**src/hdl/laser_shutdown_pkg.sv**
```systemverilog
// Package for the automatic laser shutdown controller.
// Assumes a 10 MHz system clock and a 32-bit APB register bus.
package laser_shutdown_pkg;

    // Clock and tick timing
    localparam int unsigned MCLK_PERIOD_NS = 100;
    localparam int unsigned TICK_PERIOD_NS = 1000000;
    localparam int unsigned TICK_CYCLES = TICK_PERIOD_NS / MCLK_PERIOD_NS;

    // Interval figures, in milliseconds
    localparam int unsigned MS_W = 19;
    localparam logic [18:0] LOS_MS = 19'd550;
    localparam logic [18:0] RESTART_MS = 19'd2000;
    localparam logic [18:0] TEST_MS = 19'd90000;
    localparam logic [18:0] AUTO_60_MS = 19'd60000;
    localparam logic [18:0] AUTO_180_MS = 19'd180000;
    localparam logic [18:0] AUTO_300_MS = 19'd300000;

    // Register offsets (byte addresses)
    localparam int unsigned ADDR_W = 8;
    localparam logic [7:0] CTRL_OFS = 8'h00;
    localparam logic [7:0] CMD_OFS = 8'h04;
    localparam logic [7:0] STATUS_OFS = 8'h08;
    localparam logic [7:0] EVT_OFS = 8'h0C;
    localparam logic [7:0] MASK_OFS = 8'h10;

    // Control fields
    localparam int unsigned CTRL_ALS_EN_BIT = 0;
    localparam int unsigned CTRL_MAINT_BIT = 1;
    localparam int unsigned CTRL_INTV_LSB = 2;
    localparam logic [3:0] CTRL_RST = 4'h1;

    // Command fields
    localparam int unsigned CMD_SHORT_BIT = 0;
    localparam int unsigned CMD_TEST_BIT = 1;

    // Interval select codes
    localparam logic [1:0] INTV_60 = 2'h0;
    localparam logic [1:0] INTV_180 = 2'h1;

    // Event fields
    localparam int unsigned EVT_W = 4;
    localparam int unsigned EVT_LOS_BIT = 0;
    localparam int unsigned EVT_REC_BIT = 1;
    localparam int unsigned EVT_PULSE_BIT = 2;
    localparam int unsigned EVT_REFUSE_BIT = 3;
    localparam logic [3:0] EVT_RST = 4'h0;
    localparam logic [3:0] MASK_RST = 4'h0;

    typedef struct packed {
        logic [1:0] intv_sel;
        logic maint_on;
        logic als_en;
    } ctrl_t;

    typedef struct packed {
        logic [7:0] paddr;
        logic psel;
        logic penable;
        logic pwrite;
        logic [31:0] pwdata;
    } apb_req_t;

    typedef enum logic [2:0] {
        ST_NORMAL = 3'b000,
        ST_SHUT = 3'b001,
        ST_AUTO = 3'b010,
        ST_MAN = 3'b011,
        ST_TEST = 3'b100
    } als_state_t;

endpackage : laser_shutdown_pkg

```
**src/hdl/laser_shutdown_ctrl.sv**
```systemverilog
// Automatic laser shutdown controller with APB register access.
// Assumes a 10 MHz clock, synchronous active-low reset, light pin async.
//
// Notes on behaviour
// - A control bit enables or disables automatic laser shutdown.
// - With shutdown disabled the laser stays on regardless of light.
// - Enabled and fibre cut: laser alternates between off and on periods.
// - Loss of signal declared after 550 ms of continuous absent light.
// - Declared loss with shutdown enabled turns our own laser off.
// - Automatic restart waits 60, 180 or 300 s after loss.
// - Automatic restart pulse keeps laser on for 2 s, then off.
// - Manual short restart with no light: laser on for 2 s.
// - Manual test restart with no light: laser on for 90 s.
// - Far end lights up on seeing light; returned light ends shutdown.
// - No light at end of a manual pulse: back to automatic restart.
// - Restart commands accepted only while maintenance is on.
module laser_shutdown_ctrl
    import laser_shutdown_pkg::*;
#(
    parameter int unsigned P_TICK_CYCLES = laser_shutdown_pkg::TICK_CYCLES
) (
    input wire logic i_mclk,
    input wire logic i_rst_n,
    input wire logic i_psel,
    input wire logic i_penable,
    input wire logic i_pwrite,
    input wire logic [laser_shutdown_pkg::ADDR_W-1:0] i_paddr,
    input wire logic [31:0] i_pwdata,
    output logic [31:0] o_prdata,
    output logic o_pready,
    output logic o_pslverr,
    input wire logic i_rx_light,
    output logic o_laser_on,
    output logic o_irq
);
    import laser_shutdown_pkg::*;

    apb_req_t req;
    ctrl_t ctrl_q;
    als_state_t state_q;
    als_state_t state_d;
    logic [EVT_W-1:0] evt_q;
    logic [EVT_W-1:0] mask_q;
    logic [EVT_W-1:0] ev_set;
    logic [31:0] prdata_q;
    logic pready_q;
    logic pslverr_q;
    logic laser_q;
    logic irq_q;
    logic los_q;
    logic rx_ok;
    logic [MS_W-1:0] abs_ms;
    logic [MS_W-1:0] st_ms;
    logic [MS_W-1:0] intv_ms;
    logic apb_done;
    logic apb_wr;
    logic apb_rd;
    logic mapped;
    logic cmd_wr;
    logic cmd_short;
    logic cmd_test;
    logic cmd_ok;
    logic pulse_st;

    assign req = '{paddr: i_paddr, psel: i_psel, penable: i_penable,
                   pwrite: i_pwrite, pwdata: i_pwdata};

    rx_light_sync u_sync (
        .i_mclk(i_mclk),
        .i_rst_n(i_rst_n),
        .i_pin(i_rx_light),
        .o_level(rx_ok)
    );

    // Absent-light duration, held at zero while light present
    ms_timer #(.P_TICK_CYCLES(P_TICK_CYCLES), .P_MS_W(MS_W)) u_abs_tmr (
        .i_mclk(i_mclk),
        .i_rst_n(i_rst_n),
        .i_clear(rx_ok),
        .o_ms(abs_ms)
    );

    // Time spent in the current state
    ms_timer #(.P_TICK_CYCLES(P_TICK_CYCLES), .P_MS_W(MS_W)) u_st_tmr (
        .i_mclk(i_mclk),
        .i_rst_n(i_rst_n),
        .i_clear(state_d != state_q),
        .o_ms(st_ms)
    );

    // APB slave: one wait state, answer on second access cycle
    assign apb_done = req.psel && req.penable && pready_q;
    assign apb_wr = apb_done && req.pwrite;
    assign apb_rd = apb_done && !req.pwrite;
    assign mapped = (req.paddr == CTRL_OFS) || (req.paddr == CMD_OFS) ||
                    (req.paddr == STATUS_OFS) || (req.paddr == EVT_OFS) ||
                    (req.paddr == MASK_OFS);

    always_ff @(posedge i_mclk) begin
        if (!i_rst_n) begin
            pready_q <= 1'b0;
            pslverr_q <= 1'b0;
            prdata_q <= 32'h0000_0000;
        end else begin
            pready_q <= req.psel && req.penable && !pready_q;
            pslverr_q <= req.psel && req.penable && !pready_q && !mapped;
            prdata_q <= 32'h0000_0000;
            if (req.psel && req.penable && !pready_q && !req.pwrite) begin
                case (req.paddr)
                    CTRL_OFS: prdata_q <= {28'h0, ctrl_q};
                    STATUS_OFS: prdata_q <= {26'h0, state_q, laser_q,
                                             los_q, rx_ok};
                    EVT_OFS: prdata_q <= {28'h0, evt_q};
                    MASK_OFS: prdata_q <= {28'h0, mask_q};
                    default: prdata_q <= 32'h0000_0000;
                endcase
            end
        end
    end

    // Control register
    always_ff @(posedge i_mclk) begin
        if (!i_rst_n) begin
            ctrl_q <= ctrl_t'(CTRL_RST);
        end else if (apb_wr && req.paddr == CTRL_OFS) begin
            ctrl_q <= ctrl_t'(req.pwdata[3:0]);
        end
    end

    always_ff @(posedge i_mclk) begin
        if (!i_rst_n) begin
            mask_q <= MASK_RST;
        end else if (apb_wr && req.paddr == MASK_OFS) begin
            mask_q <= req.pwdata[EVT_W-1:0];
        end
    end

    // Loss-of-signal detection
    always_ff @(posedge i_mclk) begin
        if (!i_rst_n) begin
            los_q <= 1'b0;
        end else if (rx_ok) begin
            los_q <= 1'b0;
        end else if (abs_ms == LOS_MS) begin
            los_q <= 1'b1;
        end
    end

    // Restart commands
    assign cmd_wr = apb_wr && req.paddr == CMD_OFS;
    assign cmd_short = cmd_wr && req.pwdata[CMD_SHORT_BIT];
    assign cmd_test = cmd_wr && req.pwdata[CMD_TEST_BIT];
    assign cmd_ok = ctrl_q.maint_on && !rx_ok && state_q == ST_SHUT;
    assign pulse_st = state_q == ST_AUTO || state_q == ST_MAN ||
                      state_q == ST_TEST;

    always_comb begin
        case (ctrl_q.intv_sel)
            INTV_60: intv_ms = AUTO_60_MS;
            INTV_180: intv_ms = AUTO_180_MS;
            default: intv_ms = AUTO_300_MS;
        endcase
    end

    // Shutdown state machine
    always_comb begin
        state_d = state_q;
        case (state_q)
            ST_NORMAL: begin
                if (ctrl_q.als_en && los_q) begin
                    state_d = ST_SHUT;
                end
            end
            ST_SHUT: begin
                if (!ctrl_q.als_en || rx_ok) begin
                    state_d = ST_NORMAL;
                end else if (cmd_test && cmd_ok) begin
                    state_d = ST_TEST;
                end else if (cmd_short && cmd_ok) begin
                    state_d = ST_MAN;
                end else if (st_ms == intv_ms) begin
                    state_d = ST_AUTO;
                end
            end
            ST_AUTO: begin
                if (!ctrl_q.als_en || rx_ok) begin
                    state_d = ST_NORMAL;
                end else if (st_ms == RESTART_MS) begin
                    state_d = ST_SHUT;
                end
            end
            ST_MAN: begin
                if (!ctrl_q.als_en || rx_ok) begin
                    state_d = ST_NORMAL;
                end else if (st_ms == RESTART_MS) begin
                    state_d = ST_SHUT;
                end
            end
            ST_TEST: begin
                if (!ctrl_q.als_en || rx_ok) begin
                    state_d = ST_NORMAL;
                end else if (st_ms == TEST_MS) begin
                    state_d = ST_SHUT;
                end
            end
            default: state_d = ST_NORMAL;
        endcase
    end

    always_ff @(posedge i_mclk) begin
        if (!i_rst_n) begin
            state_q <= ST_NORMAL;
        end else begin
            state_q <= state_d;
        end
    end

    // Laser drive follows the next state, so it matches state_q
    always_ff @(posedge i_mclk) begin
        if (!i_rst_n) begin
            laser_q <= 1'b1;
        end else begin
            laser_q <= state_d != ST_SHUT;
        end
    end

    // Sticky events, cleared by read; a new event wins over the clear
    always_comb begin
        ev_set = '0;
        ev_set[EVT_LOS_BIT] = !rx_ok && !los_q && abs_ms == LOS_MS;
        ev_set[EVT_REC_BIT] = pulse_st && state_d == ST_NORMAL && rx_ok;
        ev_set[EVT_PULSE_BIT] = state_q == ST_SHUT &&
                                state_d != ST_SHUT && state_d != ST_NORMAL;
        ev_set[EVT_REFUSE_BIT] = (cmd_short || cmd_test) && !cmd_ok;
    end

    always_ff @(posedge i_mclk) begin
        if (!i_rst_n) begin
            evt_q <= EVT_RST;
        end else if (apb_rd && req.paddr == EVT_OFS) begin
            evt_q <= ev_set;
        end else begin
            evt_q <= evt_q | ev_set;
        end
    end

    always_ff @(posedge i_mclk) begin
        if (!i_rst_n) begin
            irq_q <= 1'b0;
        end else begin
            irq_q <= |(evt_q & mask_q);
        end
    end

    assign o_prdata = prdata_q;
    assign o_pready = pready_q;
    assign o_pslverr = pslverr_q;
    assign o_laser_on = laser_q;
    assign o_irq = irq_q;
endmodule : laser_shutdown_ctrl

```
**src/hdl/rx_light_sync.sv**
```systemverilog
// Three-stage synchroniser with agreement filter for the light input.
// Assumes an asynchronous pin; output changes once stages two and three agree.
module rx_light_sync (
    input wire logic i_mclk,
    input wire logic i_rst_n,
    input wire logic i_pin,
    output logic o_level
);
    logic s1_q;
    logic s2_q;
    logic s3_q;
    logic level_q;

    always_ff @(posedge i_mclk) begin
        if (!i_rst_n) begin
            s1_q <= 1'b0;
            s2_q <= 1'b0;
            s3_q <= 1'b0;
        end else begin
            s1_q <= i_pin;
            s2_q <= s1_q;
            s3_q <= s2_q;
        end
    end

    always_ff @(posedge i_mclk) begin
        if (!i_rst_n) begin
            level_q <= 1'b0;
        end else if (s2_q == s3_q) begin
            level_q <= s3_q;
        end
    end

    assign o_level = level_q;
endmodule : rx_light_sync

```
**src/hdl/ms_timer.sv**
```systemverilog
// Millisecond counter: prescaler plus saturating count of ticks.
// Assumes a synchronous clear from logic on the same clock.
module ms_timer #(
    parameter int unsigned P_TICK_CYCLES = 10000,
    parameter int unsigned P_MS_W = 19
) (
    input wire logic i_mclk,
    input wire logic i_rst_n,
    input wire logic i_clear,
    output logic [P_MS_W-1:0] o_ms
);
    localparam int unsigned PW = $clog2(P_TICK_CYCLES + 1);
    localparam logic [PW-1:0] PRE_LAST = PW'(P_TICK_CYCLES - 1);

    logic [PW-1:0] pre_q;
    logic [P_MS_W-1:0] ms_q;

    always_ff @(posedge i_mclk) begin
        if (!i_rst_n || i_clear) begin
            pre_q <= '0;
            ms_q <= '0;
        end else if (pre_q == PRE_LAST) begin
            pre_q <= '0;
            if (ms_q != '1) begin
                ms_q <= ms_q + 1'b1;
            end
        end else begin
            pre_q <= pre_q + 1'b1;
        end
    end

    assign o_ms = ms_q;
endmodule : ms_timer

```
**config.mk**
```make
export PLATFORM = sky130hd
export DESIGN_NAME = laser_shutdown_ctrl
export DESIGN_NICKNAME = d
export VERILOG_FILES = /design/src/hdl/laser_shutdown_pkg.sv /design/src/hdl/laser_shutdown_ctrl.sv /design/src/hdl/rx_light_sync.sv /design/src/hdl/ms_timer.sv
export SDC_FILE = /design/constraint.sdc
export NUM_CORES = 1
export LEC_CHECK = 0
export ABC_CLOCK_PERIOD_IN_PS = 3250
export BUFFER_PORTS_ARGS = -buffer_cell sky130_fd_sc_hd__buf_2
export CAP_MARGIN = 40
export CORE_MARGIN = 2
export CORE_UTILIZATION = 45
export CTS_CLUSTER_DIAMETER = 120
export DETAILED_ROUTE_END_ITERATION = 10
export PLACE_DENSITY = 0.66
export SLEW_MARGIN = 25
export SYNTH_ARGS = -nofsm -noshare
export SYNTH_HDL_FRONTEND = slang
export SYNTH_SLANG_ARGS = --single-unit
```
**constraint.sdc**
```tcl
create_clock -name i_mclk -period 3.25 [get_ports i_mclk]
set_input_delay 0.65 -clock i_mclk [delete_from_list [all_inputs] [get_ports i_mclk]]
set_output_delay 0.65 -clock i_mclk [all_outputs]
set_load 0.05 [all_outputs]
```
==> summary by stage <==
Timing
The worst pin sits at a relative slew slack of between 40% and 50%. The clock arrives with 0.0120 ns of skew. Timing would allow up to about 380 MHz.

The transition time at the pin with the least slew margin is roughly 0.80 ns. The post-route setup TNS is 0 ns. For the finished layout, the period the worst path requires is 2.65 ns. Setup repair after global routing left no endpoint under its margin. The final setup violation count is 0. The count of final max-slew check failures is 0.

The number of failing hold endpoints at the final stage came to 0. The post-route clock period utilization is approximately four fifths. The worst path setup slack after routing is about 0.60 ns.

Synthesis
The share of the yosys chip area belonging to registers is between 30% and 40%. The Yosys warning count is 0. The share of the synthesized area in the top cell type is approximately two fifths. Of all cell types, the one taking the most synthesized area is sky130_fd_sc_hd__dfxtp_1. The most used flip-flop cell after synthesis is sky130_fd_sc_hd__dfxtp_1.

The async set-or-reset flop fraction in the synthesized netlist is 0%. The count of flip-flops with a built-in enable after synthesis is 0. The average instance area after synthesis is around 8.7 sq um. The commonest cells after synthesis are sky130_fd_sc_hd__dfxtp_1, sky130_fd_sc_hd__nor2_1, sky130_fd_sc_hd__nor3_1. By area the synthesized netlist is led by sky130_fd_sc_hd__dfxtp_1, sky130_fd_sc_hd__nor2_1, sky130_fd_sc_hd__xnor2_1. The number of register bits inferred by synthesis is between 90 and 100. The cell area after synthesis is between 0.004 and 0.005 sq mm. After technology mapping, the gate count stands at 560. The most common cell in the synthesized netlist is sky130_fd_sc_hd__dfxtp_1. Yosys mapped the design onto between 60 and 70 distinct sky130hd cell types.

Routing
The total routed wire length on the met1 layer is roughly 4600 um. Signal routing reaches up to met4. The number of nets still failing antenna checks after routing is 0. After detailed routing, the number of vias per cell comes to about 5.4. After detailed routing, the number of remaining DRC violations is 0. The number of detailed-routing iterations run before antenna repair is 4. The first-iteration detailed-routing DRC count is a little under 200. Detailed routing placed a total of between 400 and 500 um of wire on met3. The wire length per cell after detailed routing is approximately 13 um. For this block, the via count after detailed routing is roughly 3900. For this block, the routed nets add up to 9720 um of wire.

The sum of met2 wire segment lengths after detailed routing is 4420 um.

Global routing
The initial antenna violation count came to 0. The global-route wire length before repair is 16600 um. The total global routing track utilization is between 10% and 20%. The number of global-route vias before repair is 3627. The residual overflow from global routing is 0. Entering global routing, the biggest net connects 25 pins.

Placement
The count of buffers from port buffering is 27. The cell count after placement is 708. Summed over all nets, the half-perimeter wirelength after detailed placement is between 6000 and 7000 um. The routability congestion estimate is between 0.8 and 0.9.

Timing analysis after detailed placement gives a worst setup slack of 0.296 ns.

Setup path
STA classifies the critical path startpoint as a flop. The logic depth of the worst register-to-register path is 9. The startpoint identified for the worst register-to-register timing path is u_st_tmr.o_ms[0]. The maximum fanout encountered on the critical timing path is 24.

The nature of the critical path endpoint is a flop. The kind of critical path is flop to flop. The endpoint of the most critical register-to-register path is u_st_tmr.o_ms[15]. In this run the register-to-register setup slack is ~0.60 ns. The critical path data required time is between 3 and 4 ns. The endpoint arrival time on the critical path is between 2 and 3 ns. The critical path ends at u_st_tmr.o_ms[15].

The critical path starts at u_st_tmr.o_ms[0].

CTS
After clock tree synthesis, the setup repair step added 0 buffers. No sink is reached through more buffers than the 2 on the longest clock path. For this design, the sink count on the clock tree is between 90 and 100. The clock insertion delay at the later pin of the skew report is about 0.37 ns. CTS placed an instance of sky130_fd_sc_hd__clkbuf_8 at the clock tree root. The number of gates resized after CTS was 0. CTS built an H-tree with a depth of 3. The number of hold-repair buffers added at the cts stage is 0.

TritonCTS built the clock tree. The clock buffer count from CTS is 9. After clock tree synthesis, the clock-pin slew on the worst setup and hold paths is 0.09 ns.

Layout
The repair_antennas step left the layout with diodes totalling 0. For this run, the number of standard cells in the final layout without fillers is 725. The signed area change from the synthesized netlist to the final layout is 7.96%.

The ratio of cells with drive above 1 in the final layout is about 13%. After the last flow step, the layout net total stands at 636. Fill cells in the final layout number 966.

Flow run
The reported max-cap violation count is 0.

Floorplan
The core area is around 0.010 sq mm. The horizontal die dimension is around 110 um. The height of the chip is between 100 and 150 um. Row generation in the floorplan step produced 37 rows.

The count of boundary I/O pins is 82. The initial standard-cell utilization of the core is between 40% and 50%. The die covers 0.0116 sq mm.

Pwr
For this design the static power due to leakage is around 1.9 nW. IR analysis of the VDD net gives a maximum drop of ~0.26 mV. The power density over the cells is about 400 mW/mm^2.

Status
The flow ran to the end, and the final reports show no timing, DRC or antenna violations.

Worst hold path
The path type of the worst min-delay path is flop to flop.
## critical path: stages, from the launching register on
cell and delay, ns:
sky130_fd_sc_hd__dfxtp_1 0.33, sky130_fd_sc_hd__inv_1 0.09, sky130_fd_sc_hd__ha_1 0.20, sky130_fd_sc_hd__nor4b_1 0.38, sky130_fd_sc_hd__nand3_1 0.16, sky130_fd_sc_hd__a211oi_1 0.24
sky130_fd_sc_hd__nand4_1 0.17, sky130_fd_sc_hd__o21ai_4 0.60, sky130_fd_sc_hd__buf_4 0.30, sky130_fd_sc_hd__nor3_1 0.07
## how the worst min path moves through the flow
stage	from	end	slack, ns	depth (start not counted)
floorplan	u_sync.s1_q	u_sync.s2_q	0.41	1
global placement	u_sync.s1_q	u_sync.s2_q	0.42	1
detailed placement	u_sync.s1_q	u_sync.s2_q	0.42	1
CTS	u_sync.s1_q	u_sync.s2_q	0.45	1
global route	i_rx_light	u_sync.s1_q	0.48	2
finish	u_sync.s1_q	u_sync.s2_q	0.44	1
## routing by layer
layer / vias to the layer above / GRT usage [%]
li1: 1987 / -
met1: 1837 / 22.8
met2: 101 / 28.1
met3: 18 / 4.00
met4: 0 / 7.14
met5: - / 0
## kinds of logic (layout without fill, tap and decap cells)
kind of cell    after synthesis  in the layout  share of synthesized area [%]
xor+xnor                     52             52                           9.37
fa+ha+maj                     6              6                           1.54
other cells                   1             26                         0.0772
compound gates               65             65                           9.81
buf+inv                      63             67                           7.21
simple gates                267            267                           30.4
mux                          10             10                           2.09
flops                        96             96                           39.5
## state kept, by name (all words and copies together) (netlist names), 3 cells and up
signal           count
ctrl_q               4
evt_q                4
mask_q               4
o_prdata             6
state_q              3
u_abs_tmr.o_ms      19
u_abs_tmr.pre_q     14
u_st_tmr.o_ms       19
u_st_tmr.pre_q      14
## placed cells by master (no fill, tap or decap), types with 6 or more instances in the layout
cell type                  Yosys  routed
sky130_fd_sc_hd__dfxtp_1      96      96
sky130_fd_sc_hd__nor2_1       78      78
sky130_fd_sc_hd__nor3_1       34      34
sky130_fd_sc_hd__nand2_1      32      32
sky130_fd_sc_hd__xnor2_1      32      32
sky130_fd_sc_hd__buf_2         4      28
sky130_fd_sc_hd__conb_1        1      26
sky130_fd_sc_hd__nand3_1      20      20
sky130_fd_sc_hd__nand4_1      20      20
sky130_fd_sc_hd__xor2_1       20      20
sky130_fd_sc_hd__and3_1       16      16
sky130_fd_sc_hd__inv_1        13      13
sky130_fd_sc_hd__a21oi_1      12      12
sky130_fd_sc_hd__o21ai_0      11      11
sky130_fd_sc_hd__mux2i_1       9       9
sky130_fd_sc_hd__clkbuf_8      0       9
sky130_fd_sc_hd__nor4b_1       7       7
sky130_fd_sc_hd__nand2b_1      7       7
sky130_fd_sc_hd__or3_1         7       7
sky130_fd_sc_hd__buf_4        27       7
sky130_fd_sc_hd__nor4_2        6       6
sky130_fd_sc_hd__nor4_1        6       6
sky130_fd_sc_hd__a22oi_1       6       6
sky130_fd_sc_hd__ha_1          6       6
## final cells by class
| type | count | area [sq um] | area share [%] |
|---|---|---|---|
| clock buffers | 10 | 128 | 2.43 |
| clock inverters | 6 | 68.8 | 1.31 |
| inverters | 15 | 56.3 | 1.07 |
| multi-input cells | 426 | 2690 | 51.3 |
| flip-flops and latches | 96 | 1920 | 36.6 |
| well taps | 136 | 170 | 3.24 |
| repair buffers | 36 | 213 | 4.05 |
## metrics by stage
stage	util, %	power, mW	area (sq um)	hold slack, ns
after detailed placement	48.4	1.35	5040	0.424
after CTS	50.3	2.13	5240	0.447
after global routing	50.4	2.19	5250	0.477
final	50.4	2.11	5250	0.443
after floorplan	-	1.35	4950	0.412
after global placement	48.4	1.35	5040	0.419
## where the power goes
part / total, mW / switching (mW) / internal [mW] / leakage, nW
sequential: 1.19 / 0.00527 / 1.18 / 0.775
combinational: 0.134 / 0.110 / 0.0240 / 0.981
clock: 0.785 / 0.425 / 0.360 / 0.0968
(Power assumes the default switching activity.)
